**src/crs_map.vh**
```
`ifndef CRS_MAP_VH
`define CRS_MAP_VH
// Condition flags bit positions.
`define CRS_CF_IMASK    7
`define CRS_CF_SPARE    6
`define CRS_CF_HALF     5
`define CRS_CF_USER     4
`define CRS_CF_NEG      3
`define CRS_CF_ZERO     2
`define CRS_CF_OVF      1
`define CRS_CF_CARRY    0
// Extended control bit positions.
`define CRS_XC_TRACE    7
`define CRS_XC_RSV_VAL  4'h0
// Reset values.
`define CRS_CF_RESET    8'h80
`define CRS_XC_RESET    8'h07
`define CRS_IP_RESET    24'h000000
`define CRS_GPR_RESET   32'h00000000
// Interrupt refusal after an extended control update, in states.
`define CRS_HOLD_STATES 2'h3
// Operand sizes.
`define CRS_SZ_BYTE     2'h0
`define CRS_SZ_WORD     2'h1
`define CRS_SZ_LONG     2'h2
// Control register write operations.
`define CRS_OP_LOAD     3'h0
`define CRS_OP_AND      3'h1
`define CRS_OP_OR       3'h2
`define CRS_OP_XOR      3'h3
`define CRS_OP_STORE    3'h4
`endif

```
**src/crs_register_set.v**
```verilog
`timescale 1ns/1ps
`include "crs_map.vh"

// Contract
// - Eight identical 32-bit general registers, accessible at 32, 16 or 8 bits.
// - Each 32-bit register splits into independent upper and lower 16-bit halves.
// - Each lower half splits into independent high and low byte registers.
// - A 24-bit instruction pointer whose lowest bit reads zero on fetch.
// - Extended control bit 7 set requests trace handling after each instruction.
// - Extended control bits 2 to 0 hold the interrupt mask level.
// - Non-store updates of extended control refuse all interrupts for 3 states.
// - Condition mask bit 7 set masks all interrupts except the non-maskable one.
// - Exception entry sets the condition mask bit to one.
// - Condition bit 6 is software writable and may act as an extra mask.
// - Byte arithmetic sets half-carry from carry or borrow out of bit 3.
// - Word arithmetic sets half-carry from carry or borrow out of bit 11.
// - Longword arithmetic sets half-carry from carry or borrow out of bit 27.
// - Condition bit 4 is a user bit writable by control instructions only.
// - Negative flag captures the sign bit of the result.
// - Zero flag is set for a zero result and cleared otherwise.
// - Overflow flag is set on arithmetic overflow and cleared otherwise.
// - Carry flag records add carry, subtract borrow or shifted-out bit.
// - Bit-manipulation instructions use the carry flag as bit accumulator.
// - Advanced mode addresses a full 16-megabyte space.
// - Normal mode restricts addressing to a 64-kilobyte space.
// - Normal mode drops the upper 8 bits of effective addresses.
module crs_register_set (
  input  wire        sys_clk,
  input  wire        arst_n,
  input  wire        clk_en,
  input  wire        gpr_we,
  input  wire [2:0]  gpr_wsel,
  input  wire [1:0]  gpr_wsize,
  input  wire        gpr_wupper,
  input  wire        gpr_wbyte_hi,
  input  wire [31:0] gpr_wdata,
  input  wire [2:0]  gpr_rsel,
  input  wire [1:0]  gpr_rsize,
  input  wire        gpr_rupper,
  input  wire        gpr_rbyte_hi,
  output reg  [31:0] gpr_rdata,
  input  wire        ip_load,
  input  wire [23:0] ip_load_val,
  input  wire        ip_advance,
  output reg  [23:0] fetch_addr,
  input  wire        ctl_we,
  input  wire        ctl_sel_ext,
  input  wire [2:0]  ctl_op,
  input  wire [7:0]  ctl_wdata,
  output reg  [7:0]  condition_flags_reg,
  output reg  [7:0]  extended_control_reg,
  input  wire        alu_valid,
  input  wire [1:0]  alu_size,
  input  wire        alu_sub,
  input  wire        alu_half_en,
  input  wire        alu_shift,
  input  wire        alu_shift_out,
  input  wire [31:0] alu_a,
  input  wire [31:0] alu_b,
  input  wire [31:0] alu_result,
  input  wire        bit_acc_we,
  input  wire        bit_acc_val,
  output reg         bit_acc,
  input  wire        exc_start,
  input  wire        insn_done,
  input  wire        spare_as_mask,
  input  wire        advanced_mode,
  input  wire [31:0] ea_in,
  output reg  [23:0] ea_out,
  output reg         trace_req,
  output reg         irq_block,
  output reg         maskable_allowed,
  output reg  [2:0]  interrupt_level_mask
);

  // Register file view: one word per slot, driven from the slot flip-flops below.
  wire [31:0] wide_gpr_32 [0:7];
  genvar      g;

  // Control state, its next values and the interrupt refusal counter.
  reg  [23:0] ip_q;
  reg  [7:0]  cf_q;
  reg  [7:0]  xc_q;
  reg  [1:0]  hold_q;
  reg  [7:0]  cf_d;
  reg  [7:0]  xc_d;
  wire [23:0] ip_next;
  localparam [7:0] XC_RESET_V = `CRS_XC_RESET;

  // Control instruction decode.
  reg  [7:0]  ctl_cur;
  reg  [7:0]  ctl_new;
  wire        ctl_mod_cf;
  wire        ctl_mod_xc;

  // Read path selection.
  reg  [31:0] rd_word;
  reg  [15:0] rd_half;
  reg  [7:0]  rd_byte;

  // Arithmetic flag helpers.
  reg         msb_r;
  reg         msb_a;
  reg         msb_b;
  reg         hc;
  reg         cy;
  reg         zr;
  reg  [31:0] b_eff;
  reg  [32:0] sum_full;
  reg  [28:0] sum_27;
  reg  [12:0] sum_11;
  reg  [4:0]  sum_3;

  // Each slot is one 32-bit flip-flop word that takes a full, half or byte write.
  // A narrow write leaves every other bit of the word untouched, so the halves and
  // the two low bytes behave as independent registers of their own.
  generate
    for (g = 0; g < 8; g = g + 1) begin : gpr_slot
      reg [31:0] word_q;

      always @(posedge sys_clk or negedge arst_n) begin
        if (!arst_n) begin
          word_q <= `CRS_GPR_RESET;
        end else if (clk_en && gpr_we && gpr_wsel == g) begin
          case (gpr_wsize)
            `CRS_SZ_LONG: word_q <= gpr_wdata;
            `CRS_SZ_WORD: begin
              if (gpr_wupper) begin
                word_q[31:16] <= gpr_wdata[15:0];
              end else begin
                word_q[15:0] <= gpr_wdata[15:0];
              end
            end
            `CRS_SZ_BYTE: begin
              if (gpr_wbyte_hi) begin
                word_q[15:8] <= gpr_wdata[7:0];
              end else begin
                word_q[7:0] <= gpr_wdata[7:0];
              end
            end
            default: word_q <= word_q;
          endcase
        end
      end

      // The read mux sees every slot through this indexed view.
      assign wide_gpr_32[g] = word_q;
    end
  endgenerate

  // Read-side selection of the word, half or byte view, zero extended.
  // The byte view only reaches the low half, matching how byte registers are laid out.
  always @* begin
    rd_word = wide_gpr_32[gpr_rsel];
    rd_half = gpr_rupper ? rd_word[31:16] : rd_word[15:0];
    rd_byte = gpr_rbyte_hi ? rd_word[15:8] : rd_word[7:0];
  end

  // Registered read port; the data appears one edge after the selection is set.
  // Size code 3 is unused and reads as zero rather than as a stale word.
  always @(posedge sys_clk or negedge arst_n) begin
    if (!arst_n) begin
      gpr_rdata <= 32'h00000000;
    end else if (clk_en) begin
      case (gpr_rsize)
        `CRS_SZ_LONG: gpr_rdata <= rd_word;
        `CRS_SZ_WORD: gpr_rdata <= {16'h0000, rd_half};
        `CRS_SZ_BYTE: gpr_rdata <= {24'h000000, rd_byte};
        default:      gpr_rdata <= 32'h00000000;
      endcase
    end
  end

  // Instruction pointer steps by one instruction word. The stored pointer keeps an
  // odd load value as written, but the fetch address always has its lowest bit
  // cleared, so a stray odd jump target can never produce a misaligned fetch.
  assign ip_next = ip_q + 24'h000002;

  always @(posedge sys_clk or negedge arst_n) begin
    if (!arst_n) begin
      ip_q       <= `CRS_IP_RESET;
      fetch_addr <= `CRS_IP_RESET;
    end else if (clk_en) begin
      if (ip_load) begin
        ip_q       <= ip_load_val;
        fetch_addr <= {ip_load_val[23:1], 1'b0};
      end else if (ip_advance) begin
        ip_q       <= ip_next;
        fetch_addr <= {ip_next[23:1], 1'b0};
      end
    end
  end

  // Arithmetic helpers: carries at bits 3, 11, 27 and at the top of each size.
  // Subtraction is done as a plus the inverted b plus one, so every carry here is
  // the inverse of the borrow; the flag logic flips it back with alu_sub. The carry
  // into a size boundary is recovered from the full sum by xor with both operands.
  always @* begin
    b_eff    = alu_sub ? ~alu_b : alu_b;
    sum_full = {1'b0, alu_a} + {1'b0, b_eff} + {32'h00000000, alu_sub};
    sum_27   = {1'b0, alu_a[27:0]} + {1'b0, b_eff[27:0]} + {28'h0000000, alu_sub};
    sum_11   = {1'b0, alu_a[11:0]} + {1'b0, b_eff[11:0]} + {12'h000, alu_sub};
    sum_3    = {1'b0, alu_a[3:0]} + {1'b0, b_eff[3:0]} + {4'h0, alu_sub};
    case (alu_size)
      `CRS_SZ_BYTE: begin
        hc    = sum_3[4] ^ alu_sub;
        msb_r = alu_result[7];
        msb_a = alu_a[7];
        msb_b = b_eff[7];
        zr    = (alu_result[7:0] == 8'h00);
        cy    = alu_a[8] ^ b_eff[8] ^ sum_full[8] ^ alu_sub;
      end
      `CRS_SZ_WORD: begin
        hc    = sum_11[12] ^ alu_sub;
        msb_r = alu_result[15];
        msb_a = alu_a[15];
        msb_b = b_eff[15];
        zr    = (alu_result[15:0] == 16'h0000);
        cy    = alu_a[16] ^ b_eff[16] ^ sum_full[16] ^ alu_sub;
      end
      default: begin
        hc    = sum_27[28] ^ alu_sub;
        msb_r = alu_result[31];
        msb_a = alu_a[31];
        msb_b = b_eff[31];
        zr    = (alu_result == 32'h00000000);
        cy    = sum_full[32] ^ alu_sub;
      end
    endcase
  end

  // Control-register operand and the logical combine of load, and, or, xor.
  // Store and unused codes return the current value so that nothing changes.
  always @* begin
    ctl_cur = ctl_sel_ext ? xc_q : cf_q;
    case (ctl_op)
      `CRS_OP_LOAD: ctl_new = ctl_wdata;
      `CRS_OP_AND:  ctl_new = ctl_cur & ctl_wdata;
      `CRS_OP_OR:   ctl_new = ctl_cur | ctl_wdata;
      `CRS_OP_XOR:  ctl_new = ctl_cur ^ ctl_wdata;
      default:      ctl_new = ctl_cur;
    endcase
  end

  // Only load, and, or and xor change a control register; store and the unused
  // codes leave it alone and must not open the interrupt refusal window either.
  assign ctl_mod_cf = ctl_we && !ctl_sel_ext && (ctl_op <= `CRS_OP_XOR);
  assign ctl_mod_xc = ctl_we && ctl_sel_ext && (ctl_op <= `CRS_OP_XOR);

  // Next condition flags and extended control values. Later assignments win, so the
  // priority is: control write, then arithmetic flags, then the bit accumulator,
  // and finally exception entry, which always leaves the mask bit set.
  always @* begin
    cf_d = cf_q;
    xc_d = xc_q;
    if (ctl_mod_cf) begin
      cf_d = ctl_new;
    end
    if (ctl_mod_xc) begin
      xc_d = {ctl_new[`CRS_XC_TRACE], `CRS_XC_RSV_VAL, ctl_new[2:0]};
    end
    if (alu_valid) begin
      cf_d[`CRS_CF_NEG]  = msb_r;
      cf_d[`CRS_CF_ZERO] = zr;
      cf_d[`CRS_CF_OVF]  = (msb_a == msb_b) && (msb_r != msb_a);
      cf_d[`CRS_CF_CARRY] = alu_shift ? alu_shift_out : cy;
      if (alu_half_en) begin
        cf_d[`CRS_CF_HALF] = hc;
      end
    end
    if (bit_acc_we) begin
      cf_d[`CRS_CF_CARRY] = bit_acc_val;
    end
    if (exc_start) begin
      cf_d[`CRS_CF_IMASK] = 1'b1;
    end
  end

  // Flag registers and their mirrored outputs. The ports carry the same value as the
  // internal copies, so a read never lags a write by more than the one edge.
  always @(posedge sys_clk or negedge arst_n) begin
    if (!arst_n) begin
      cf_q                 <= `CRS_CF_RESET;
      xc_q                 <= `CRS_XC_RESET;
      condition_flags_reg  <= `CRS_CF_RESET;
      extended_control_reg <= `CRS_XC_RESET;
      interrupt_level_mask <= XC_RESET_V[2:0];
      bit_acc              <= 1'b0;
    end else if (clk_en) begin
      cf_q                 <= cf_d;
      xc_q                 <= xc_d;
      condition_flags_reg  <= cf_d;
      extended_control_reg <= xc_d;
      interrupt_level_mask <= xc_d[2:0];
      bit_acc              <= cf_d[`CRS_CF_CARRY];
    end
  end

  // Interrupt refusal window. A modifying extended control write reloads the counter, so the block
  // stays up for three states after the last such write, not after the first.
  always @(posedge sys_clk or negedge arst_n) begin
    if (!arst_n) begin
      hold_q    <= 2'h0;
      irq_block <= 1'b0;
    end else if (clk_en) begin
      if (ctl_mod_xc) begin
        hold_q    <= `CRS_HOLD_STATES;
        irq_block <= 1'b1;
      end else if (hold_q != 2'h0) begin
        hold_q    <= hold_q - 2'h1;
        irq_block <= (hold_q != 2'h1);
      end else begin
        irq_block <= 1'b0;
      end
    end
  end

  // Trace request and maskable-interrupt permission. The trace bit is taken as it
  // stood before the finishing edge, so a write in that cycle affects the next one.
  always @(posedge sys_clk or negedge arst_n) begin
    if (!arst_n) begin
      trace_req        <= 1'b0;
      maskable_allowed <= 1'b0;
    end else if (clk_en) begin
      trace_req        <= insn_done && xc_q[`CRS_XC_TRACE];
      maskable_allowed <= !cf_d[`CRS_CF_IMASK] &&
                          !(spare_as_mask && cf_d[`CRS_CF_SPARE]);
    end
  end

  // Effective address: full 24 bits in advanced mode, low 16 bits in normal mode.
  // Normal mode clears the upper byte, folding every address into the low 64 kilobytes.
  always @(posedge sys_clk or negedge arst_n) begin
    if (!arst_n) begin
      ea_out <= 24'h000000;
    end else if (clk_en) begin
      if (advanced_mode) begin
        ea_out <= ea_in[23:0];
      end else begin
        ea_out <= {8'h00, ea_in[15:0]};
      end
    end
  end

endmodule // crs_register_set

```
**config.mk**
```make
export PLATFORM = sky130hd
export DESIGN_NAME = crs_register_set
export DESIGN_NICKNAME = d
export VERILOG_FILES = /design/src/crs_register_set.v
export VERILOG_INCLUDE_DIRS = /design/src
export SDC_FILE = /design/constraint.sdc
export NUM_CORES = 1
export LEC_CHECK = 0
export BUFFER_PORTS_ARGS = -buffer_cell sky130_fd_sc_hd__clkbuf_2
export CAP_MARGIN = 20
export CORE_ASPECT_RATIO = 1.2
export CORE_MARGIN = 4
export CORE_UTILIZATION = 56
export CTS_BUF_LIST = sky130_fd_sc_hd__clkbuf_4
export DETAILED_ROUTE_END_ITERATION = 10
export PLACE_DENSITY = 0.86
export SLEW_MARGIN = 20
export SYNTH_ARGS = -nofsm -noshare
export SYNTH_HDL_FRONTEND = slang
export SYNTH_SLANG_ARGS = --single-unit
```
**constraint.sdc**
```tcl
create_clock -name sys_clk -period 2.4 [get_ports sys_clk]
set_clock_uncertainty 0.15 [all_clocks]
set_input_delay 0.12 -clock sys_clk [delete_from_list [all_inputs] [get_ports sys_clk]]
set_output_delay 0.12 -clock sys_clk [all_outputs]
set_load 0.1 [all_outputs]
```
==> impl_results.md, run 1 <==
- Routability Congestion: 0.944
- Worst reg2reg path depth: 6
- Reg area: 8850 sq um
- Met2 Track Usage GR: 60.5%
- H-Tree Depth: 3
- Largest net degree at the start of global routing: 74
- Worst path max stage delay: 0.60 ns
- Pins over their slew limit: 0
- WL/cell: 24.2 microns
- Post-Route WL: 66400 microns
- Final ANT Viol Nets: 0
- Num CTS Buffers: 86
- Vias per std cell: 6.28
- Ys async rst share: 100%
- Remaining DRCs: 0
- Worst skew pair latency: 0.75 ns
- Overflow after GRT: 0
- Routing usage on met1: 41.5%
- Final core area utilization: 75.4%
- Met3 GRT Util: 13.0%
- Die X: 172 microns
- Critical Path RT: 2.83 ns
- Yosys top cell area share: 48.3%
- Placeable Area: 31500 sq um
- Crit. End Element: flop
- Power Dens Cells: 794 nW/um^2
- Worst setup margin: -0.204 ns
- Hold Crit Start: ea_in[8]
- GRT Util Overall: 37.5%
- Final Power: 18.9 mW
- I/O Buffers: 318
- Final hold vios: 0
- R2R Path Start: ip_q[4]$_DFFE_PN0P_
- Cells after synthesis: 1673
- Chip height: 205 microns
- Worst endpoint data arrival time: 3.04 ns
- Static leakage: 11.2 nW
- Share of layout cells above drive strength 1: 32.7%
- Switching share of power: 38.3%
- Vias: 17200
- Unique masters post-synth: 70
- Crit Path Max Fanout: 9
- Fmax: 0.384 GHz
- Reg2reg setup slack: -0.20 ns
- RSZ-0062 raised after global routing: true
- Hold_ws: 0.0687 ns
- Clock network fraction of total power: 25.4%
- Worst Hold Path Cells: 3
- NetSw: 7.23 mW
- Average cell area after synthesis: 10.8 sq um
- Worst-path clk slew: 0.08 ns
- Initial DRC count: 1615
- Grt peak-use layer: met2
- Most frequent cells in the layout: dfrtp_1, clkbuf_2, dlygate4sd3_1, o21ai_0, nand2_1
- Clk sink count: 352
- Gate power share: 32.6%
- Hold Crit Endpoint: ea_out[8]$_DFFE_PN0P_
- Run status: finished, violations left
- CTS tree: built
- CTS root buf: clkbuf_4
- Internal power: 11.6 mW
- Final instance area: 23800 sq um
- Die area: 35100 sq um
- HP Class: in -> reg
- R2R Path End: ip_q[16]$_DFFE_PN0P_
- Setup violations, final: 3
- Slowest stage cell, crit path: dlygate4sd3_1
- Slew @ Worst Pin: 0.977 ns
- Area grow syn2layout: 31.9%
- Most common cell after layout, fill and taps aside: dfrtp_1
- YS warnings: 0
- Maxcap violations: 0
- Post-synthesis sequential area ratio: 48.9%
- Initial antenna violation count: 8
- Sequential share of power: 42.0%
- #FFs+latches synth: 352
- Prevailing post-synth register cell: dfrtp_1
- Final worst-path cycle share: 108%
- Critical-path cell list: nand3_4 -> nor4_4 -> buf_4 -> a22oi_1 -> dlygate4sd3_1 -> o21ai_0
- Filler cell count: 1871
- Post-synth EDFFs: 0
- Post-synth top area cell: dfrtp_1
- Startpoint Class: flop
- DP Area: 20500 sq um
- First-pass GRT wire length: 101000 microns
- Crit path time final: 2.60 ns
- Dpl hpwl: 39300 microns
- Initial core utilization: 57.1%
- Ranking of synthesized cells by area: dfrtp_1, mux4_2, o21ai_0
- Relative max-transition margin: 34.8%
- CP Class: reg -> reg
- Violated checks: negative setup slack
- Io pins: 333
- Max VDD drop: 0.822 mV
- Vias in the first global route: 18200
- CTS Buffer Depth: 3
- DR pass1 iterations: 6
- Nets: 2568
- Netlist Area Pre-Place: 18000 sq um
- # rows: 71
- Multi-input logic area: 8590 sq um
## layer usage
metal | routed length (microns) | up-vias
li1 | - | 7266
met2 | 31500 | 1352
met5 | 37 | -
met3 | 7720 | 397
met1 | 21600 | 8219
met4 | 5460 | 6
## worst max-delay path by stage
stage	start	to	slack, ns	cells past startpoint
after global routing	ip_q[4]$_DFFE_PN0P_	ip_q[16]$_DFFE_PN0P_	-0.26	6
after floorplan	alu_sub	cf_q[5]$_DFFE_PN0P_	-0.07	11
after CTS	clk_en	cf_q[0]$_DFFE_PN0P_	0.002	9
final	ip_q[4]$_DFFE_PN0P_	ip_q[16]$_DFFE_PN0P_	-0.20	6
after detailed placement	alu_sub	cf_q[5]$_DFFE_PN0P_	-0.32	11
after global placement	alu_sub	cf_q[5]$_DFFE_PN0P_	-0.17	11
## power by group through the flow
stage	combinational (mW)	clock [mW]	sequential, mW
after floorplan	2.45	0	9.26
after global placement	5.30	0	7.82
after detailed placement	5.49	0	7.94
after CTS	5.88	4.84	7.85
after global routing	6.49	5.18	8.03
final	6.15	4.79	7.93
## layout make-up
cell class              count  share of cell area (%)
diodes                      7                  0.0737
clock buffers             121                    3.82
clock inverters            20                   0.421
inverters                  47                   0.742
multi-input cells        1168                    36.1
flip-flops and latches    352                    37.2
well taps                 401                    2.11
repair buffers            630                    19.5
## critical path, delay by kind of cell (launching register included)
family                 cells  cell delay [ns]
buffers and inverters      2             0.78
AND/OR/NAND/NOR            2             0.57
AO/OA/AOI/OAI              2             0.49
flip-flops                 1             0.45
## sequential cells by signal (all words and copies together), names as in the netlist
name / count
hold_q: 2
gpr_rdata: 32
trace_req: 1
ea_out: 24
xc_q: 4
maskable_allowed: 1
fetch_addr: 1
gpr_slot.word_q: 256
irq_block: 1
ip_q: 22
cf_q: 8
## Yosys cell counts, drive strengths merged (16+ instances only)
| master | count |
|---|---|
| o21ai | 201 |
| a21oi | 130 |
| dfrtp | 348 |
| inv | 47 |
| o2bb2ai | 24 |
| nor2 | 140 |
| xor2 | 31 |
| mux2i | 71 |
| nand2 | 191 |
| mux4 | 70 |
| clkbuf | 47 |
| nor3 | 16 |
| mux2 | 85 |
| buf | 63 |
| ha | 53 |
| nand3 | 32 |
## what timing repair did
item | in CTS | in global routing
pin swaps | 0 | 7
hold endpoints to repair | 684 | 0
endpoints found under the setup margin | 1 | 18
resized for setup | 1 | 20
setup buffers | 0 | 14
hold buffers | 210 | 0
## stage by stage
step	setup TNS [ns]	std cells	setup WS, ns
6_report	-0.349	2746	-0.204
5_1_grt	-0.484	2744	-0.261
4_1_cts	0	2727	0.00155
3_5_place_dp	-0.537	2376	-0.318
3_3_place_gp	-0.284	2376	-0.174
2_1_floorplan	-0.0779	1677	-0.0691
## logic make-up (layout without fill, tap and decap cells)
group	count (synthesis)	count (layout)	synth area share, %
AO/OA/AOI/OAI	410	410	12.8
XOR/XNOR	32	32	1.56
adder cells (fa/ha/maj)	53	53	3.68
buffers and inverters	157	818	3.91
flip-flops	352	352	48.9
multiplexers	226	226	18.0
other	1	12	0.0208
AND/OR/NAND/NOR	442	442	11.2
(Power assumes the default switching activity.)
==> inputs of run 2 (changes only) <==
--- a/config.mk
+++ b/config.mk
@@ -14,6 +14,7 @@
 export CTS_BUF_LIST = sky130_fd_sc_hd__clkbuf_4
 export DETAILED_ROUTE_END_ITERATION = 10
 export PLACE_DENSITY = 0.86
+export SETUP_SLACK_MARGIN = 0.1
 export SLEW_MARGIN = 20
 export SYNTH_ARGS = -nofsm -noshare
 export SYNTH_HDL_FRONTEND = slang
==> run 2 against run 1 <==
The run now ends clean. Routed wire length is 4.3% higher. Worst hold slack worse by 0.0044 ns. Largest cell class unchanged. Utilization is 0.29 points higher. Largest power group unchanged. Clock-buffer cell count stayed put. Setup slack better by 0.29 ns.
==> impl_results.md, run 2 (synthesis results as in run 1) <==
- Run status: complete, no violations
- Max VDD drop: 0.705 mV (-14%)
- Dpl ws: -0.296 ns (+0.0228 ns)
- Die X: 172 microns (unchanged)
- Pins over their slew limit: 0 (unchanged)
- Hold_ws: 0.0643 ns (-0.00440 ns)
- Most common cell after layout, fill and taps aside: dfrtp_1
- Final Power: 19.0 mW (+0.79%)
- Buf+Inv Stages, Crit Path: 0 (-2)
- Sequential share of power: 41.7% (-0.3 points)
- Clock network fraction of total power: 25.7% (+0.3 points)
- Power Dens Cells: 798 nW/um^2 (+0.40%)
- Vias: 17500 (+1.6%)
- Crit Path Max Fanout: 3 (-6)
- Crit. End Element: flop
- Relative max-transition margin: 37.5% (+2.7 points)
- Worst endpoint data arrival time: 2.76 ns (-0.28 ns)
- Setup violations, final: 0 (-3)
- Filler cell count: 1843 (-1.5%)
- Static leakage: 11.2 nW (+0.12%)
- Gate power share: 32.6% (about the same)
- Vias in the first global route: 18500 (+1.5%)
- H-Tree Depth: 3 (unchanged)
- Final worst-path cycle share: 96.5% (-12 points)
- Routability Congestion: 0.941 (-0.36%)
- Worst path max stage delay: 0.62 ns (+0.02 ns)
- Num CTS Buffers: 84 (-2.3%)
- Most frequent cells in the layout: dfrtp_1, clkbuf_2, dlygate4sd3_1, nand2_1, o21ai_0
- DR pass1 iterations: 10 (+4)
- Maxcap violations: 0 (unchanged)
- CTS tree: built
- CP Class: reg -> reg
- Critical path's top delay family: flip-flops
- Internal power: 11.6 mW (-0.24%)
- Final hold vios: 0 (unchanged)
- Crit path time final: 2.32 ns (-0.287 ns)
- Io pins: 333 (unchanged)
- WL/cell: 25.1 microns (+4.0%)
- Worst setup margin: 0.0835 ns (+0.287 ns)
- Nets: 2571 (+0.12%)
- Overflow after GRT: 0 (unchanged)
- Clk sink count: 352 (unchanged)
- First-pass GRT wire length: 105000 microns (+4.3%)
- Final ANT Viol Nets: 0 (unchanged)
- Placeable Area: 31500 sq um (unchanged)
- Fmax: 0.432 GHz (+12%)
- CTS Buffer Depth: 3 (unchanged)
- Worst skew pair latency: 0.79 ns (+0.04 ns)
- Startpoint Class: flop
- CTS root buf: clkbuf_4
- Die area: 35100 sq um (unchanged)
- Critical-path cell list: mux2i_2 -> ha_1 -> mux4_2 -> o21ai_2 -> o41ai_1 -> a21oi_1 -> nand4b_1
- Critical Path RT: 2.85 ns (+0.02 ns)
- Chip height: 205 microns (unchanged)
- NetSw: 7.41 mW (+2.4%)
- Dpl hpwl: 39800 microns (+1.3%)
- Post-Route WL: 69200 microns (+4.3%)
- HP Class: in -> reg
- I/O Buffers: 318 (unchanged)
- Biggest register: gpr_slot.word_q
- Remaining DRCs: 0 (unchanged)
- Largest net degree at the start of global routing: 74 (unchanged)
- Initial core utilization: 57.1% (unchanged)
- Initial antenna violation count: 9 (+1)
- Area grow syn2layout: 32.4%
- GRT Util Overall: 39.4% (+1.9 points)
- Initial DRC count: 1985 (+23%)
- # rows: 71 (unchanged)
- Share of layout cells above drive strength 1: 32.2% (-0.51 points)
- Switching share of power: 38.9% (+0.63 points)
- Largest register FFs: 256 (unchanged)
- Biggest regs: gpr_slot.word_q (256), gpr_rdata (32), ea_out (24)
- Worst-path clk slew: 0.07 ns (about the same)
- Vias per std cell: 6.36 (+1.4%)
- RSZ-0062 raised after global routing: true
- Slowest stage cell, crit path: dfstp_4
- Slew @ Worst Pin: 0.929 ns (-0.0481 ns)
-- run 2: changes by cell type in the layout (fill, tap and decap cells not counted), sizes merged --
cell,delta
clkinvlp,+3
inv,-2
diode,+1
dlygate4sd3,+11
buf,-6
-- run 2: cell type report --
| type | instances | area, sq um | area share, % |
|---|---|---|---|
| Clock inverter | 21 | 96.3 | 0.404 |
| Timing Repair Buffer | 635 | 4700 | 19.7 |
| Clock buffer | 121 | 908 | 3.81 |
| Tap cell | 401 | 502 | 2.10 |
| Inverter | 47 | 176 | 0.739 |
| Multi-Input combinational cell | 1168 | 8600 | 36.0 |
| Sequential cell | 352 | 8850 | 37.1 |
| Antenna cell | 8 | 20.0 | 0.0839 |
-- run 2: path summary, 6_finish.rpt --
kind | startpoint | end | slack (ns) | cells after the start
setup reg to reg | xc_q[0]$_DFFE_PN1P_ | cf_q[0]$_DFFE_PN0P_ | 0.08 | 7
setup / recovery | xc_q[0]$_DFFE_PN1P_ | cf_q[0]$_DFFE_PN0P_ | 0.08 | 7
min in group asynchronous | arst_n | gpr_rdata[29]$_DFFE_PN0P_ | 0.25 | 3
max in group asynchronous | arst_n | gpr_slot[1].word_q[4]$_DFFE_PN0P_ | 0.90 | 4
hold / removal | ip_load_val[21] | ip_q[21]$_DFFE_PN0P_ | 0.06 | 4
hold reg to reg | gpr_slot[3].word_q[13]$_DFFE_PN0P_ | gpr_slot[3].word_q[13]$_DFFE_PN0P_ | 0.33 | 2
-- run 2: per-layer routing --
metal	global-route usage, %	vias to the layer above	wire length, microns
met5	0	-	0
met2	64.3	1486	32600
met1	42.6	8282	22100
met3	14.4	483	8320
li1	-	7270	-
met4	27.0	0	6160
-- run 2: timing repair --
action,4_1_cts,5_1_grt
gates resized for setup,2,14
cloned,0,0
hold endpoints to repair,700,0
endpoints found under the setup margin,2,16
pin swaps,2,4
setup buffers,1,4
hold buffers,219,0
-- run 2: metrics by stage --
stage	setup TNS, ns	instance area, sq um	util, %	std cells
after floorplan	0	18100	-	1677
after global placement	-0.228	20500	65.1	2379
after detailed placement	-0.518	20500	65.1	2379
after CTS	0	23800	75.3	2741
after global routing	0	23900	75.6	2752
final	0	23900	75.7	2753
-- run 2: power groups by stage --
stage | Combinational, mW | Sequential [mW] | Clock, mW
5_1_grt | 6.54 | 8.04 | 5.23
4_1_cts | 5.90 | 7.85 | 4.82
2_1_floorplan | 2.46 | 9.27 | 0
6_report | 6.20 | 7.94 | 4.89
3_5_place_dp | 5.52 | 7.94 | 0
3_3_place_gp | 5.31 | 7.82 | 0
-- run 2: tightest hold or removal path, cell delays in order --
cell	delay, ns
dlygate4sd3_1	0.53
clkbuf_2	0.12
a21oi_1	0.06
o21ai_1	0.10
